## src/inc/scpc_pkg.sv

```systemverilog
package scpc_pkg;

  // ------------------------------------------------------------
  // Register map
  // ------------------------------------------------------------
  localparam int ADDR_W = 12;
  localparam int DATA_W = 8;
  localparam logic [11:0] OFF_POWER_CAL_CTRL = 12'h0280;
  localparam logic [11:0] OFF_STATE_FLAGS = 12'h0281;
  localparam logic [11:0] OFF_REF_DIVIDER = 12'h0289;
  localparam logic [11:0] OFF_TERM_CAL_A = 12'h02a7;

  // ------------------------------------------------------------
  // Field positions
  // ------------------------------------------------------------
  localparam int POS_POWER_ENABLE = 0;
  localparam int POS_CTRL_SPARE = 1;
  localparam int POS_RECAL_TRIGGER = 2;
  localparam int POS_LOCKED = 0;
  localparam int POS_CAL_DONE = 3;
  localparam int POS_BELOW = 4;
  localparam int POS_ABOVE = 5;
  localparam int POS_TERM_START = 0;

  // ------------------------------------------------------------
  // Reset values
  // ------------------------------------------------------------
  localparam logic [7:0] RST_POWER_CAL_CTRL = 8'h00;
  localparam logic [7:0] RST_STATE_FLAGS = 8'h00;
  localparam logic [1:0] RST_REF_DIVIDER = 2'h0;
  localparam logic [7:0] RST_TERM_CAL_A = 8'h00;
  localparam logic [7:0] RD_UNMAPPED = 8'h00;

  // ------------------------------------------------------------
  // Reference predivide codes
  // ------------------------------------------------------------
  localparam logic [1:0] DIV_CODE_BY4 = 2'h0;
  localparam logic [1:0] DIV_CODE_BY2 = 2'h1;
  localparam logic [1:0] DIV_CODE_BY1 = 2'h2;
  localparam int DIV_CNT_W = 2;

  // Code 3 is unassigned; it falls back to the pass-through ratio
  function automatic logic [1:0] div_last(input logic [1:0] code);
    case (code)
      DIV_CODE_BY4: div_last = 2'h3;
      DIV_CODE_BY2: div_last = 2'h1;
      default: div_last = 2'h0;
    endcase
  endfunction

  // ------------------------------------------------------------
  // Timing
  // ------------------------------------------------------------
  localparam int CLK_PERIOD_NS = 10;
  localparam int BIAS_SETTLE_NS = 1000;
  localparam int BIAS_SETTLE_CYC =
    (BIAS_SETTLE_NS + CLK_PERIOD_NS - 1) / CLK_PERIOD_NS;
  localparam int BIAS_CNT_W = 8;

  // ------------------------------------------------------------
  // Types
  // ------------------------------------------------------------
  typedef enum logic [1:0] {
    SEQ_OFF = 2'b00,
    SEQ_BIAS = 2'b01,
    SEQ_CAL = 2'b10,
    SEQ_RUN = 2'b11
  } scpc_seq_e;

  typedef struct packed {
    logic above;
    logic below;
    logic cal_done;
    logic locked;
  } scpc_flags_s;

endpackage

```

## src/hdl/scpc_ref_div.sv

```systemverilog
`timescale 1ns/1ns
module scpc_ref_div #(
  parameter int CNT_W = scpc_pkg::DIV_CNT_W
) (
  input wire logic clk_i,
  input wire logic srst_i,
  input wire logic run_i,
  input wire logic [1:0] code_i,
  output logic pfd_tick_o
);

  initial begin
    if (CNT_W < 2) begin
      $error("scpc_ref_div: counter too narrow for divide by 4");
    end
  end

  logic [CNT_W-1:0] cnt_q;
  logic [CNT_W-1:0] last;
  logic tick_q;

  assign last = CNT_W'(scpc_pkg::div_last(code_i));

  // One reference tick out of every 1, 2 or 4 clock cycles
  always_ff @(posedge clk_i) begin
    if (srst_i || !run_i) begin
      cnt_q <= '0;
      tick_q <= 1'b0;
    end else if (cnt_q >= last) begin
      cnt_q <= '0;
      tick_q <= 1'b1;
    end else begin
      cnt_q <= cnt_q + CNT_W'(1);
      tick_q <= 1'b0;
    end
  end

  assign pfd_tick_o = tick_q;

endmodule

```

## src/hdl/scpc_ctrl.sv

```systemverilog
`timescale 1ns/1ns
module scpc_ctrl #(
  parameter int BIAS_CYC = scpc_pkg::BIAS_SETTLE_CYC
) (
  input wire logic clk_i,
  input wire logic srst_i,
  input wire logic reg_wr_i,
  input wire logic reg_rd_i,
  input wire logic [11:0] reg_addr_i,
  input wire logic [7:0] reg_wdata_i,
  output logic [7:0] reg_rdata_o,
  input wire logic pump_above_i,
  input wire logic pump_below_i,
  input wire logic pump_cal_valid_i,
  input wire logic synth_lock_i,
  output logic pll_bias_en_o,
  output logic pll_cal_start_o,
  output logic term_cal_start_o,
  output logic pfd_tick_o
);

  initial begin
    if (BIAS_CYC < 1 || BIAS_CYC >= (1 << scpc_pkg::BIAS_CNT_W)) begin
      $error("scpc_ctrl: bias settle count out of range");
    end
  end

  // ------------------------------------------------------------
  // Register file
  // ------------------------------------------------------------
  logic power_enable_q;
  logic ctrl_spare_q;
  logic recal_trigger_q;
  logic [1:0] predivide_q;
  logic term_start_q;
  logic wr_ctrl;
  logic wr_div;
  logic wr_term;

  assign wr_ctrl = reg_wr_i && reg_addr_i == scpc_pkg::OFF_POWER_CAL_CTRL;
  assign wr_div = reg_wr_i && reg_addr_i == scpc_pkg::OFF_REF_DIVIDER;
  assign wr_term = reg_wr_i && reg_addr_i == scpc_pkg::OFF_TERM_CAL_A;

  // Writes to the flag register and reserved bits have no target
  always_ff @(posedge clk_i) begin
    if (srst_i) begin
      power_enable_q <=
        scpc_pkg::RST_POWER_CAL_CTRL[scpc_pkg::POS_POWER_ENABLE];
      ctrl_spare_q <= scpc_pkg::RST_POWER_CAL_CTRL[scpc_pkg::POS_CTRL_SPARE];
      recal_trigger_q <=
        scpc_pkg::RST_POWER_CAL_CTRL[scpc_pkg::POS_RECAL_TRIGGER];
    end else if (wr_ctrl) begin
      power_enable_q <= reg_wdata_i[scpc_pkg::POS_POWER_ENABLE];
      ctrl_spare_q <= reg_wdata_i[scpc_pkg::POS_CTRL_SPARE];
      recal_trigger_q <= reg_wdata_i[scpc_pkg::POS_RECAL_TRIGGER];
    end
  end

  always_ff @(posedge clk_i) begin
    if (srst_i) begin
      predivide_q <= scpc_pkg::RST_REF_DIVIDER;
    end else if (wr_div) begin
      predivide_q <= reg_wdata_i[1:0];
    end
  end

  always_ff @(posedge clk_i) begin
    if (srst_i) begin
      term_start_q <= scpc_pkg::RST_TERM_CAL_A[scpc_pkg::POS_TERM_START];
    end else if (wr_term) begin
      term_start_q <= reg_wdata_i[scpc_pkg::POS_TERM_START];
    end
  end

  // ------------------------------------------------------------
  // Edge detection on trigger bits
  // ------------------------------------------------------------
  logic recal_prev_q;
  logic term_prev_q;
  logic recal_rise;
  logic term_rise;

  always_ff @(posedge clk_i) begin
    if (srst_i) begin
      recal_prev_q <= 1'b0;
      term_prev_q <= 1'b0;
    end else begin
      recal_prev_q <= recal_trigger_q;
      term_prev_q <= term_start_q;
    end
  end

  // Holding the bit high does nothing more; software must drop it first
  assign recal_rise = recal_trigger_q && !recal_prev_q;
  assign term_rise = term_start_q && !term_prev_q;

  always_ff @(posedge clk_i) begin
    if (srst_i) begin
      term_cal_start_o <= 1'b0;
    end else begin
      term_cal_start_o <= term_rise;
    end
  end

  // ------------------------------------------------------------
  // Analog status synchronisers
  // ------------------------------------------------------------
  logic [3:0] meta_q;
  logic [3:0] sync_q;
  scpc_pkg::scpc_flags_s raw;

  always_ff @(posedge clk_i) begin
    if (srst_i) begin
      meta_q <= 4'h0;
      sync_q <= 4'h0;
    end else begin
      meta_q <= {pump_above_i, pump_below_i, pump_cal_valid_i, synth_lock_i};
      sync_q <= meta_q;
    end
  end

  assign raw = scpc_pkg::scpc_flags_s'(sync_q);

  // ------------------------------------------------------------
  // Power and calibration sequencer
  // ------------------------------------------------------------
  scpc_pkg::scpc_seq_e seq_q;
  logic [scpc_pkg::BIAS_CNT_W-1:0] bias_cnt_q;
  logic bias_done;

  assign bias_done = bias_cnt_q == scpc_pkg::BIAS_CNT_W'(BIAS_CYC - 1);

  always_ff @(posedge clk_i) begin
    if (srst_i) begin
      seq_q <= scpc_pkg::SEQ_OFF;
    end else if (!power_enable_q) begin
      seq_q <= scpc_pkg::SEQ_OFF;
    end else begin
      case (seq_q)
        scpc_pkg::SEQ_OFF: begin
          seq_q <= scpc_pkg::SEQ_BIAS;
        end
        scpc_pkg::SEQ_BIAS: begin
          if (bias_done) begin
            seq_q <= scpc_pkg::SEQ_CAL;
          end
        end
        scpc_pkg::SEQ_CAL: begin
          if (recal_rise) begin
            seq_q <= scpc_pkg::SEQ_CAL;
          end else if (raw.cal_done && !pll_cal_start_o) begin
            seq_q <= scpc_pkg::SEQ_RUN;
          end
        end
        scpc_pkg::SEQ_RUN: begin
          if (recal_rise) begin
            seq_q <= scpc_pkg::SEQ_CAL;
          end
        end
        default: begin
          seq_q <= scpc_pkg::SEQ_OFF;
        end
      endcase
    end
  end

  always_ff @(posedge clk_i) begin
    if (srst_i || seq_q != scpc_pkg::SEQ_BIAS) begin
      bias_cnt_q <= '0;
    end else if (!bias_done) begin
      bias_cnt_q <= bias_cnt_q + scpc_pkg::BIAS_CNT_W'(1);
    end
  end

  always_ff @(posedge clk_i) begin
    if (srst_i) begin
      pll_bias_en_o <= 1'b0;
    end else begin
      pll_bias_en_o <= power_enable_q;
    end
  end

  // A recal edge while the bias is still settling is ignored; the sequence starts calibration on its own
  always_ff @(posedge clk_i) begin
    if (srst_i || !power_enable_q) begin
      pll_cal_start_o <= 1'b0;
    end else begin
      pll_cal_start_o <= (seq_q == scpc_pkg::SEQ_BIAS && bias_done) ||
        ((seq_q == scpc_pkg::SEQ_CAL || seq_q == scpc_pkg::SEQ_RUN) &&
        recal_rise);
    end
  end

  // ------------------------------------------------------------
  // Status flags
  // ------------------------------------------------------------
  scpc_pkg::scpc_flags_s flags_q;
  logic powered;

  assign powered = seq_q != scpc_pkg::SEQ_OFF;

  always_ff @(posedge clk_i) begin
    if (srst_i) begin
      flags_q <= scpc_pkg::scpc_flags_s'(4'h0);
    end else begin
      flags_q.above <= raw.above && powered;
      flags_q.below <= raw.below && powered;
      flags_q.cal_done <= raw.cal_done && seq_q == scpc_pkg::SEQ_RUN;
      flags_q.locked <= raw.locked && seq_q == scpc_pkg::SEQ_RUN;
    end
  end

  // ------------------------------------------------------------
  // Read port
  // ------------------------------------------------------------
  logic [7:0] rd_mux;

  always_comb begin
    rd_mux = scpc_pkg::RD_UNMAPPED;
    case (reg_addr_i)
      scpc_pkg::OFF_POWER_CAL_CTRL: begin
        rd_mux[scpc_pkg::POS_POWER_ENABLE] = power_enable_q;
        rd_mux[scpc_pkg::POS_CTRL_SPARE] = ctrl_spare_q;
        rd_mux[scpc_pkg::POS_RECAL_TRIGGER] = recal_trigger_q;
      end
      scpc_pkg::OFF_STATE_FLAGS: begin
        rd_mux[scpc_pkg::POS_ABOVE] = flags_q.above;
        rd_mux[scpc_pkg::POS_BELOW] = flags_q.below;
        rd_mux[scpc_pkg::POS_CAL_DONE] = flags_q.cal_done;
        rd_mux[scpc_pkg::POS_LOCKED] = flags_q.locked;
      end
      scpc_pkg::OFF_REF_DIVIDER: begin
        rd_mux[1:0] = predivide_q;
      end
      scpc_pkg::OFF_TERM_CAL_A: begin
        rd_mux[scpc_pkg::POS_TERM_START] = term_start_q;
      end
      default: begin
        rd_mux = scpc_pkg::RD_UNMAPPED;
      end
    endcase
  end

  always_ff @(posedge clk_i) begin
    if (srst_i) begin
      reg_rdata_o <= scpc_pkg::RD_UNMAPPED;
    end else if (reg_rd_i) begin
      reg_rdata_o <= rd_mux;
    end
  end

  // ------------------------------------------------------------
  // Reference predivider
  // ------------------------------------------------------------
  scpc_ref_div #(
    .CNT_W(scpc_pkg::DIV_CNT_W)
  ) u_ref_div (
    .clk_i(clk_i),
    .srst_i(srst_i),
    .run_i(powered),
    .code_i(predivide_q),
    .pfd_tick_o(pfd_tick_o)
  );
endmodule

```

## config.mk

```make
export PLATFORM = sky130hd
export DESIGN_NAME = scpc_ctrl
export DESIGN_NICKNAME = d
export VERILOG_FILES = /design/src/inc/scpc_pkg.sv /design/src/hdl/scpc_ref_div.sv /design/src/hdl/scpc_ctrl.sv
export SDC_FILE = /design/constraint.sdc
export NUM_CORES = 1
export LEC_CHECK = 0
export BUFFER_PORTS_ARGS = -buffer_cell sky130_fd_sc_hd__buf_2
export CORE_UTILIZATION = 26
export CTS_CLUSTER_DIAMETER = 80
export DETAILED_ROUTE_END_ITERATION = 10
export HOLD_SLACK_MARGIN = 0.06
export PLACE_DENSITY_LB_ADDON = 0.25
export SLEW_MARGIN = 20
export SYNTH_ARGS = -nofsm -noshare
export SYNTH_HDL_FRONTEND = slang
export SYNTH_SLANG_ARGS = --single-unit
```

## constraint.sdc

```tcl
create_clock -name clk_i -period 1.9 [get_ports clk_i]
set_input_delay 0.19 -clock clk_i [delete_from_list [all_inputs] [get_ports clk_i]]
set_output_delay 0.19 -clock clk_i [all_outputs]
set_load 0.01 [all_outputs]
```

## Word level (Yosys, flattened, before mapping)

Cells that the tools add are included.

- Register bits: 42
- Input port bits: 28
- Output and inout bits: 12

- Add/subtract/negate cells: 2
- Order comparisons: 1
- Equality and inequality tests: 13
- Mux-type cells: 11
- Bitwise gates (word level): 1
- Reductions and logical operators: 28

Operators with widths:

| cell | number |
|---|---|
| $eq A12 B10 Y1 const B | 4 |
| $logic_and A1 B1 Y1 | 12 |
| $add A8 B1 Y8 const B | 1 |
| $eq A8 B7 Y1 const B | 1 |
| $mux W2 | 4 |
| $pmux W2 S4 | 1 |
| $logic_not A1 Y1 | 5 |
| $logic_or A1 B1 Y1 | 5 |
| $eq A2 B1 Y1 const B | 2 |
| $eq A2 B2 Y1 const B | 2 |
| $logic_not A2 Y1 | 2 |
| $ne A2 B2 Y1 const B | 2 |
| $pmux W1 S4 | 1 |
| $pmux W2 S2 | 1 |
| $reduce_or A2 Y1 | 2 |
| $mux W3 | 1 |
| $ne A3 B3 Y1 const B | 1 |
| $reduce_and A3 Y1 | 1 |
| $add A2 B1 Y2 const B | 1 |
| $ge A2 B2 Y1 | 1 |
| $mux W1 | 2 |
| $ne A2 B1 Y1 const B | 1 |
| $pmux W1 S2 | 1 |
| $reduce_bool A2 Y1 | 1 |
| $not A1 Y1 | 1 |

## Depth between registers and ports, before layout

Gate-level depths: netlist of run 1.

- Depth in word-level cells: 5
- Depth in mapped cells: 6

## Hierarchy

Synthesis of run 1 repeated with hierarchy kept, for this count alone.

- Cell total of the unflattened synthesis: 166
- Area, all modules: 1652.8 µm²

By module, submodules not included:

| module | instances | cells each | area each (µm²) | seq. area each (µm²) |
|---|---|---|---|---|
| scpc_ctrl | 1 | 152 | 1500.2 | 780.7 |
| scpc_ref_div | 1 | 14 | 152.6 | 60.1 |

## Worst setup path before layout of run 1

OpenSTA, ideal clock, no wires.

- Path kind: register to register
- From: register bias_cnt_q[2] (netlist name)
- To: register seq_q[0]
- Arrival: 1.352 ns
- Required time: 1.778 ns
- Slack: 0.427 ns
- Stages on the path, launching flop included: 5
- Buffers on the path: 0
- Clock period less this slack: 1.473 ns
- Cells stage by stage: dfxtp_1 or4b_4 nor3_4 a31oi_1 o311a_1

- Cells in the longest elaborated chain, start to end: 3

Ends and longest elaborated chain:

| what | RTL line | source |
|---|---|---|
| start, declared | scpc_ctrl.sv:128 | `logic [scpc_pkg::BIAS_CNT_W-1:0] bias_cnt_q;` |
| start signal, assigned | scpc_ctrl.sv:171 | `bias_cnt_q <= bias_cnt_q + scpc_pkg::BIAS_CNT_W'(1);` |
| $eq A8 B7 Y1 | scpc_ctrl.sv:131 | `assign bias_done = bias_cnt_q == scpc_pkg::BIAS_CNT_W'(BIAS_CYC - 1);` |
| $ne A2 B2 Y1 (no source line) | n/a |  |
| $reduce_and A3 Y1 (no source line) | n/a |  |
| end signal, assigned | scpc_ctrl.sv:135 | `seq_q <= scpc_pkg::SEQ_OFF;` |
| end signal, assigned | scpc_ctrl.sv:137 | `seq_q <= scpc_pkg::SEQ_OFF;` |
| end signal, assigned | scpc_ctrl.sv:141 | `seq_q <= scpc_pkg::SEQ_BIAS;` |
| end, declared | scpc_ctrl.sv:127 | `scpc_pkg::scpc_seq_e seq_q;` |

No other way between the ends.
A chain may end at the register's enable or synchronous reset.

## Final worst setup path of run 1

Same ends and word-level chain as after synthesis.

==> results.ini, run 1 <==
[timing]
skew_ns = 0.00502
rsz0062_at_grt = false
tns_ns = 0
hold_viol_final = 0
drv_slew = 0
max_freq_mhz = 638
finalSetupViolCount = 0
fin_crit_ns = 1.57
fin_crit_sh_pct = 82.5

[detailed_routing]
drc = 0
drt-wirelength-per-cell_um = 10.7
postRouteAntennaNets = 0
wl_mm = 2.93
drt-pass1-iter-count = 4
avgViaCountPerCell = 4.29
via_count = 1176
drt_iter0_drc = 73

[floorplan]
start_util_pct = 27.0
dieArea_sq_um = 6460
rows = 28
die_h_um = 80.4
io_pins = 40
core_sq_um = 5920
die_w_um = 80.4

[run]
drv_cap = 0

[logic_synthesis]
ys.flop_type = dfxtp_1
ys_types = 34
synth_top_area_cell = dfxtp_1
syn-cell-area_sq_um = 1600
seq_area_frac_synth_pct = 52.7
async_reset_ff_share_pct = 0
syn_area_per_cell_sq_um = 9.79
synthCells = 163
ys_ff_latch = 42
yosys_warnings = 0
netlist.area_leader.share_pct = 52.7
synth_edf_count = 0
synthTopCellsByArea = dfxtp_1 (53%), nor2b_1 (4.7%), mux2i_1 (3.8%)

[global_routing]
grt_pass1_wl_mm = 4.98
grt_max_degree = 24
antenna_found_initial = 0
grtUsageTotal_pct = 10.3
grt-ovfl-total = 0
first_global_vias = 1136

[worst_setup_path]
cp-end-kind = register
rr_endpoint = seq_q[0]
crit_required_ns = 2.08
critPathMaxFanout = 6
crit_path_start = bias_cnt_q[2]
reg2reg_slack_ns = 0.33
critPathArrivalTime_ns = 1.75
r2r-start = bias_cnt_q[2]
reg2reg_depth = 4
worstSetupPathType = reg -> reg
critPathLaunchType = register
critPathCapture = seq_q[0]

[cells_and_area]
layout-drive-gt1-share_pct = 20.6
syn_to_final_growth_pct = 19.5
antenna_cells = 0
final_area_sq_um = 1910
final_common_cell = dfxtp_1
mostFrequentLayoutCells = dfxtp_1 (42), buf_2 (32), nor2_1 (16)
fin_nets = 230
nFillCells = 625

[placement]
io_buffers = 32
placed_area_sq_um = 1830
dpl.hpwl_mm = 2.14
routabilityCongestion = 0.709

[power]
leakagePower_uw = 0.000799
ir_drop_mv = 0.336
p_per_area_nw_per_um2 = 773

[clock_tree]
htreeDepth = 2
ctsRootBufferMaster = clkbuf_8
clockBufferDepth = 2
cts_setup_buffers = 0
path_clk_slew_ns = 0.07
cts_hold_buffers = 0
cts_tree = yes
cts.sinks = 42
cts_repair_resize_count = 0
cts_inserted_buffers = 5
insertion_delay_ns = 0.29

[hold_path]
hp-class = in -> reg

[status]
status = complete, no violations

-- layer usage --
| layer | routed length [um] | global-route usage, % | up-vias |
|---|---|---|---|
| li1 | - | - | 628 |
| met1 | 1500 | 13.0 | 523 |
| met2 | 1250 | 15.5 | 21 |
| met3 | 125 | 4.20 | 4 |
| met4 | 59 | 4.29 | 0 |
| met5 | 0 | 0 | - |
-- through the flow --
stage / setup slack [ns] / instances / util, % / power [uW] / hold slack, ns
after floorplan: 0.427 / 164 / - / 936 / 0.318
after global placement: 0.332 / 267 / 30.9 / 967 / 0.377
after detailed placement: 0.327 / 267 / 30.9 / 967 / 0.380
after CTS: 0.327 / 274 / 32.2 / 1500 / 0.0998
after global routing: 0.239 / 274 / 32.2 / 1540 / 0.0974
final: 0.333 / 274 / 32.2 / 1470 / 0.109
-- worst min path at each step --
stage                 start          endpoint  slack, ns  cells past startpoint
5_1_grt        synth_lock_i         meta_q[0]        0.1                      2
6_report       synth_lock_i         meta_q[0]       0.11                      2
4_1_cts        synth_lock_i         meta_q[0]        0.1                      2
3_5_place_dp    term_prev_q  term_cal_start_o       0.38                      1
3_3_place_gp    term_prev_q  term_cal_start_o       0.38                      1
2_1_floorplan  synth_lock_i         meta_q[0]       0.32                      1
-- critical path, stage by stage (launching register included) --
cell     delay [ns]
dfxtp_1        0.36
or4b_4         0.56
nor3_4         0.27
a31oi_1        0.15
o311a_1        0.14
-- state kept, by name (all words and copies together) (netlist names), 2 cells and up --
| signal | count |
|---|---|
| raw | 4 |
| meta_q | 4 |
| bias_cnt_q | 8 |
| reg_rdata_o | 6 |
| predivide_q | 2 |
| u_ref_div.cnt_q | 2 |
| seq_q | 2 |
| flags_q | 4 |
-- cell type report --
class	instances	area [sq um]	share of cell area [%]
repair buffers	32	160	8.39
inverters	5	18.8	0.984
well taps	75	93.8	4.92
clock buffers	7	76.3	4.00
flip-flops and latches	42	841	44.1
multi-input cells	113	718	37.6
-- cell families after synthesis --
family	count (synthesis)	synth area share, %
flops	42	52.7
xor+xnor	6	3.29
simple gates	77	27.6
other cells	1	0.235
buf+inv	9	2.59
fa+ha+maj	3	2.35
mux	6	3.76
compound gates	19	7.52
-- synthesized netlist by cell type (2+ instances only) --
cell type and instances:
a21oi_1 8, a22o_1 3, and2_1 3, and3_1 5, buf_4 2, clkbuf_1 2
dfxtp_1 42, ha_1 3, inv_1 5, mux2i_1 6, nand2_1 9, nand2b_1 6
nand3_1 5, nand4_1 4, nor2_1 16, nor2b_1 12, nor3_1 6, nor3b_1 2
o21ai_0 4, or3_1 2, xnor2_1 3, xor2_1 3
-- power breakdown --
part | total, uW | switching, uW | internal [uW]
registers | 889 | 1.58 | 887
clock network | 528 | 275 | 253
logic | 57.2 | 29.6 | 27.6
(Power assumes the default switching activity.)
==> run 2, diff against run 1 <==
==> constraint.sdc (replaced) <==
create_clock -name clk_i -period 1.6 [get_ports clk_i]
set_input_delay 0.16 -clock clk_i [delete_from_list [all_inputs] [get_ports clk_i]]
set_output_delay 0.16 -clock clk_i [all_outputs]
set_load 0.01 [all_outputs]
==> results.ini, run 2 (synthesis results as in run 1) <==
[status]
status = complete, no violations  ; unchanged

[worst_setup_path]
reg2reg_slack_ns = 0.06  ; was 0.33 ns
rr_endpoint = bias_cnt_q[1]  ; was seq_q[0]
worstSetupPathType = reg -> reg  ; unchanged
crit_slowest_cell = or4b_4  ; unchanged
crit_required_ns = 1.77  ; was 2.08 ns
cp-end-kind = register  ; unchanged
r2r-start = bias_cnt_q[3]  ; was bias_cnt_q[2]
critPathArrivalTime_ns = 1.71  ; was 1.75 ns
max_stage_delay_ns = 0.54  ; was 0.56 ns
critPathLaunchType = register  ; unchanged
worstPathCellList = or4b_4 -> nor3_4 -> buf_4 -> mux2i_1 -> nor2_1  ; was or4b_4 -> nor3_4 -> a31oi_1 -> o311a_1
critPathMaxFanout = 5  ; was 6
reg2reg_depth = 5  ; was 4
crit_path_start = bias_cnt_q[3]  ; was bias_cnt_q[2]

[cells_and_area]
registers.top_by_ff_count = bias_cnt_q  ; unchanged
fin_nets = 239  ; was 230
largest_registers = bias_cnt_q x8, reg_rdata_o x6  ; unchanged
layout-drive-gt1-share_pct = 26.4  ; was 20.6%
final_common_cell = dfxtp_1  ; unchanged
antenna_cells = 0  ; unchanged
syn_to_final_growth_pct = 24.8  ; was 19.5%
mostFrequentLayoutCells = dfxtp_1 (39), buf_2 (32), nor2_1 (16)  ; was dfxtp_1 (42), buf_2 (32), nor2_1 (16)
utilization_pct = 33.7  ; was 32.2%
largest_reg_flops = 8  ; unchanged

[clock_tree]
clockBufferDepth = 2  ; unchanged
cts_tree = yes  ; unchanged
cts_inserted_buffers = 5  ; unchanged
cts.sinks = 42  ; unchanged
htreeDepth = 2  ; unchanged
path_clk_slew_ns = 0.07  ; about the same
ctsRootBufferMaster = clkbuf_8  ; unchanged
insertion_delay_ns = 0.29  ; about the same

[detailed_routing]
wl_met2_mm = 1.31  ; was 1.25 mm
postRouteAntennaNets = 0  ; unchanged
drt-pass1-iter-count = 4  ; unchanged
wl_mm = 3.00  ; was 2.93 mm
met3_length_um = 109  ; was 125 um
drt-wirelength-per-cell_um = 10.6  ; was 10.7 um
highest_layer = met4  ; unchanged
drt_iter0_drc = 50  ; was 73
met1_length_mm = 1.51  ; was 1.50 mm
via_count = 1226  ; was 1176
drc = 0  ; unchanged
avgViaCountPerCell = 4.33  ; was 4.29

[floorplan]
core_sq_um = 5920  ; unchanged
dieArea_sq_um = 6460  ; unchanged
start_util_pct = 27.0  ; unchanged
rows = 28  ; unchanged
die_w_um = 80.4  ; unchanged
die_h_um = 80.4  ; unchanged
io_pins = 40  ; unchanged

[timing]
max_freq_mhz = 648  ; was 638 MHz
skew_ns = 0.00663  ; was 0.00502 ns
drv_slew = 0  ; unchanged
hold_viol_final = 0  ; unchanged
fin_crit_ns = 1.54  ; was 1.57 ns
finalSetupViolCount = 0  ; unchanged
fin_crit_sh_pct = 96.4  ; was 82.5%
hold_ws_ns = 0.0818  ; was 0.109 ns

[global_routing]
first_global_vias = 1146  ; was 1136
antenna_found_initial = 0  ; unchanged
grt-ovfl-total = 0  ; unchanged
grtUsageTotal_pct = 10.5  ; was 10.3%
grt_max_degree = 18  ; was 24
grt_pass1_wl_mm = 5.10  ; was 4.98 mm

[hold_path]
holdPathStages = 2  ; unchanged
hp-start = pump_above_i  ; was synth_lock_i
hp-class = in -> reg  ; unchanged
hold_end = meta_q[3]  ; was meta_q[0]

[power]
ir_drop_mv = 0.365  ; was 0.336 mV
leakagePower_uw = 0.000850  ; was 0.000799 uW
p_per_area_nw_per_um2 = 881  ; was 773 nW/um^2

[placement]
io_buffers = 32  ; unchanged
dpl.hpwl_mm = 2.25  ; was 2.14 mm
routabilityCongestion = 0.718  ; was 0.709

[run]
drv_cap = 0  ; unchanged

==> run 2: timing repair <==
item | 4_1_cts | 5_1_grt
setup buffers | 0 | 1
gates resized for setup | 0 | 6
endpoints found under the setup margin | 0 | 1
hold buffers | 0 | 0
==> run 2: how the worst max path moves through the flow <==
stage	endpoint	slack, ns	depth (start not counted)
floorplan	seq_q[0]	0.13	4
global placement	seq_q[0]	0.11	4
detailed placement	seq_q[0]	0.1	4
CTS	seq_q[0]	0.09	4
global route	bias_cnt_q[0]	-0.01	5
finish	bias_cnt_q[1]	0.06	5
==> run 2: critical path, delay by kind of cell (launching register included) <==
kind,cells,cell delay [ns]
flip-flops,1,0.32
multiplexers,1,0.18
buffers and inverters,1,0.17
AND/OR/NAND/NOR,3,0.76
==> run 2: layout make-up <==
cell class              count  area, sq um
fillers                   618         3930
flip-flops and latches     42          845
multi-input cells         113          728
repair buffers             41          231
well taps                  75         93.8
clock buffers               7         76.3
inverters                   5         18.8
==> run 2: metal layers <==
layer | vias up | track usage (%)
met2 | 22 | 16.4
met4 | 0 | 5.36
li1 | 644 | -
met1 | 553 | 13.1
met5 | - | 0
met3 | 7 | 2.84
==> run 2: power breakdown <==
group / switching (uW) / internal, uW / total (uW) / leakage, uW
sequential: 1.94 / 1050 / 1060 / 0.000341
combinational: 36.1 / 36.3 / 72.5 / 0.000470
clock: 327 / 300 / 627 / 0.0000383
total: 365 / 1390 / 1760 / 0.000850
==> run 2: per-stage QoR <==
stage / total power [uW] / std cells / TNS [ns] / cell area, sq um / worst slack, ns
floorplan: 1110 / 164 / 0 / 1600 / 0.127
global placement: 1150 / 275 / 0 / 1890 / 0.110
detailed placement: 1150 / 275 / 0 / 1890 / 0.0976
CTS: 1790 / 282 / 0 / 1970 / 0.0861
global route: 1830 / 283 / -0.0190 / 1990 / -0.0142
finish: 1760 / 283 / 0 / 1990 / 0.0579
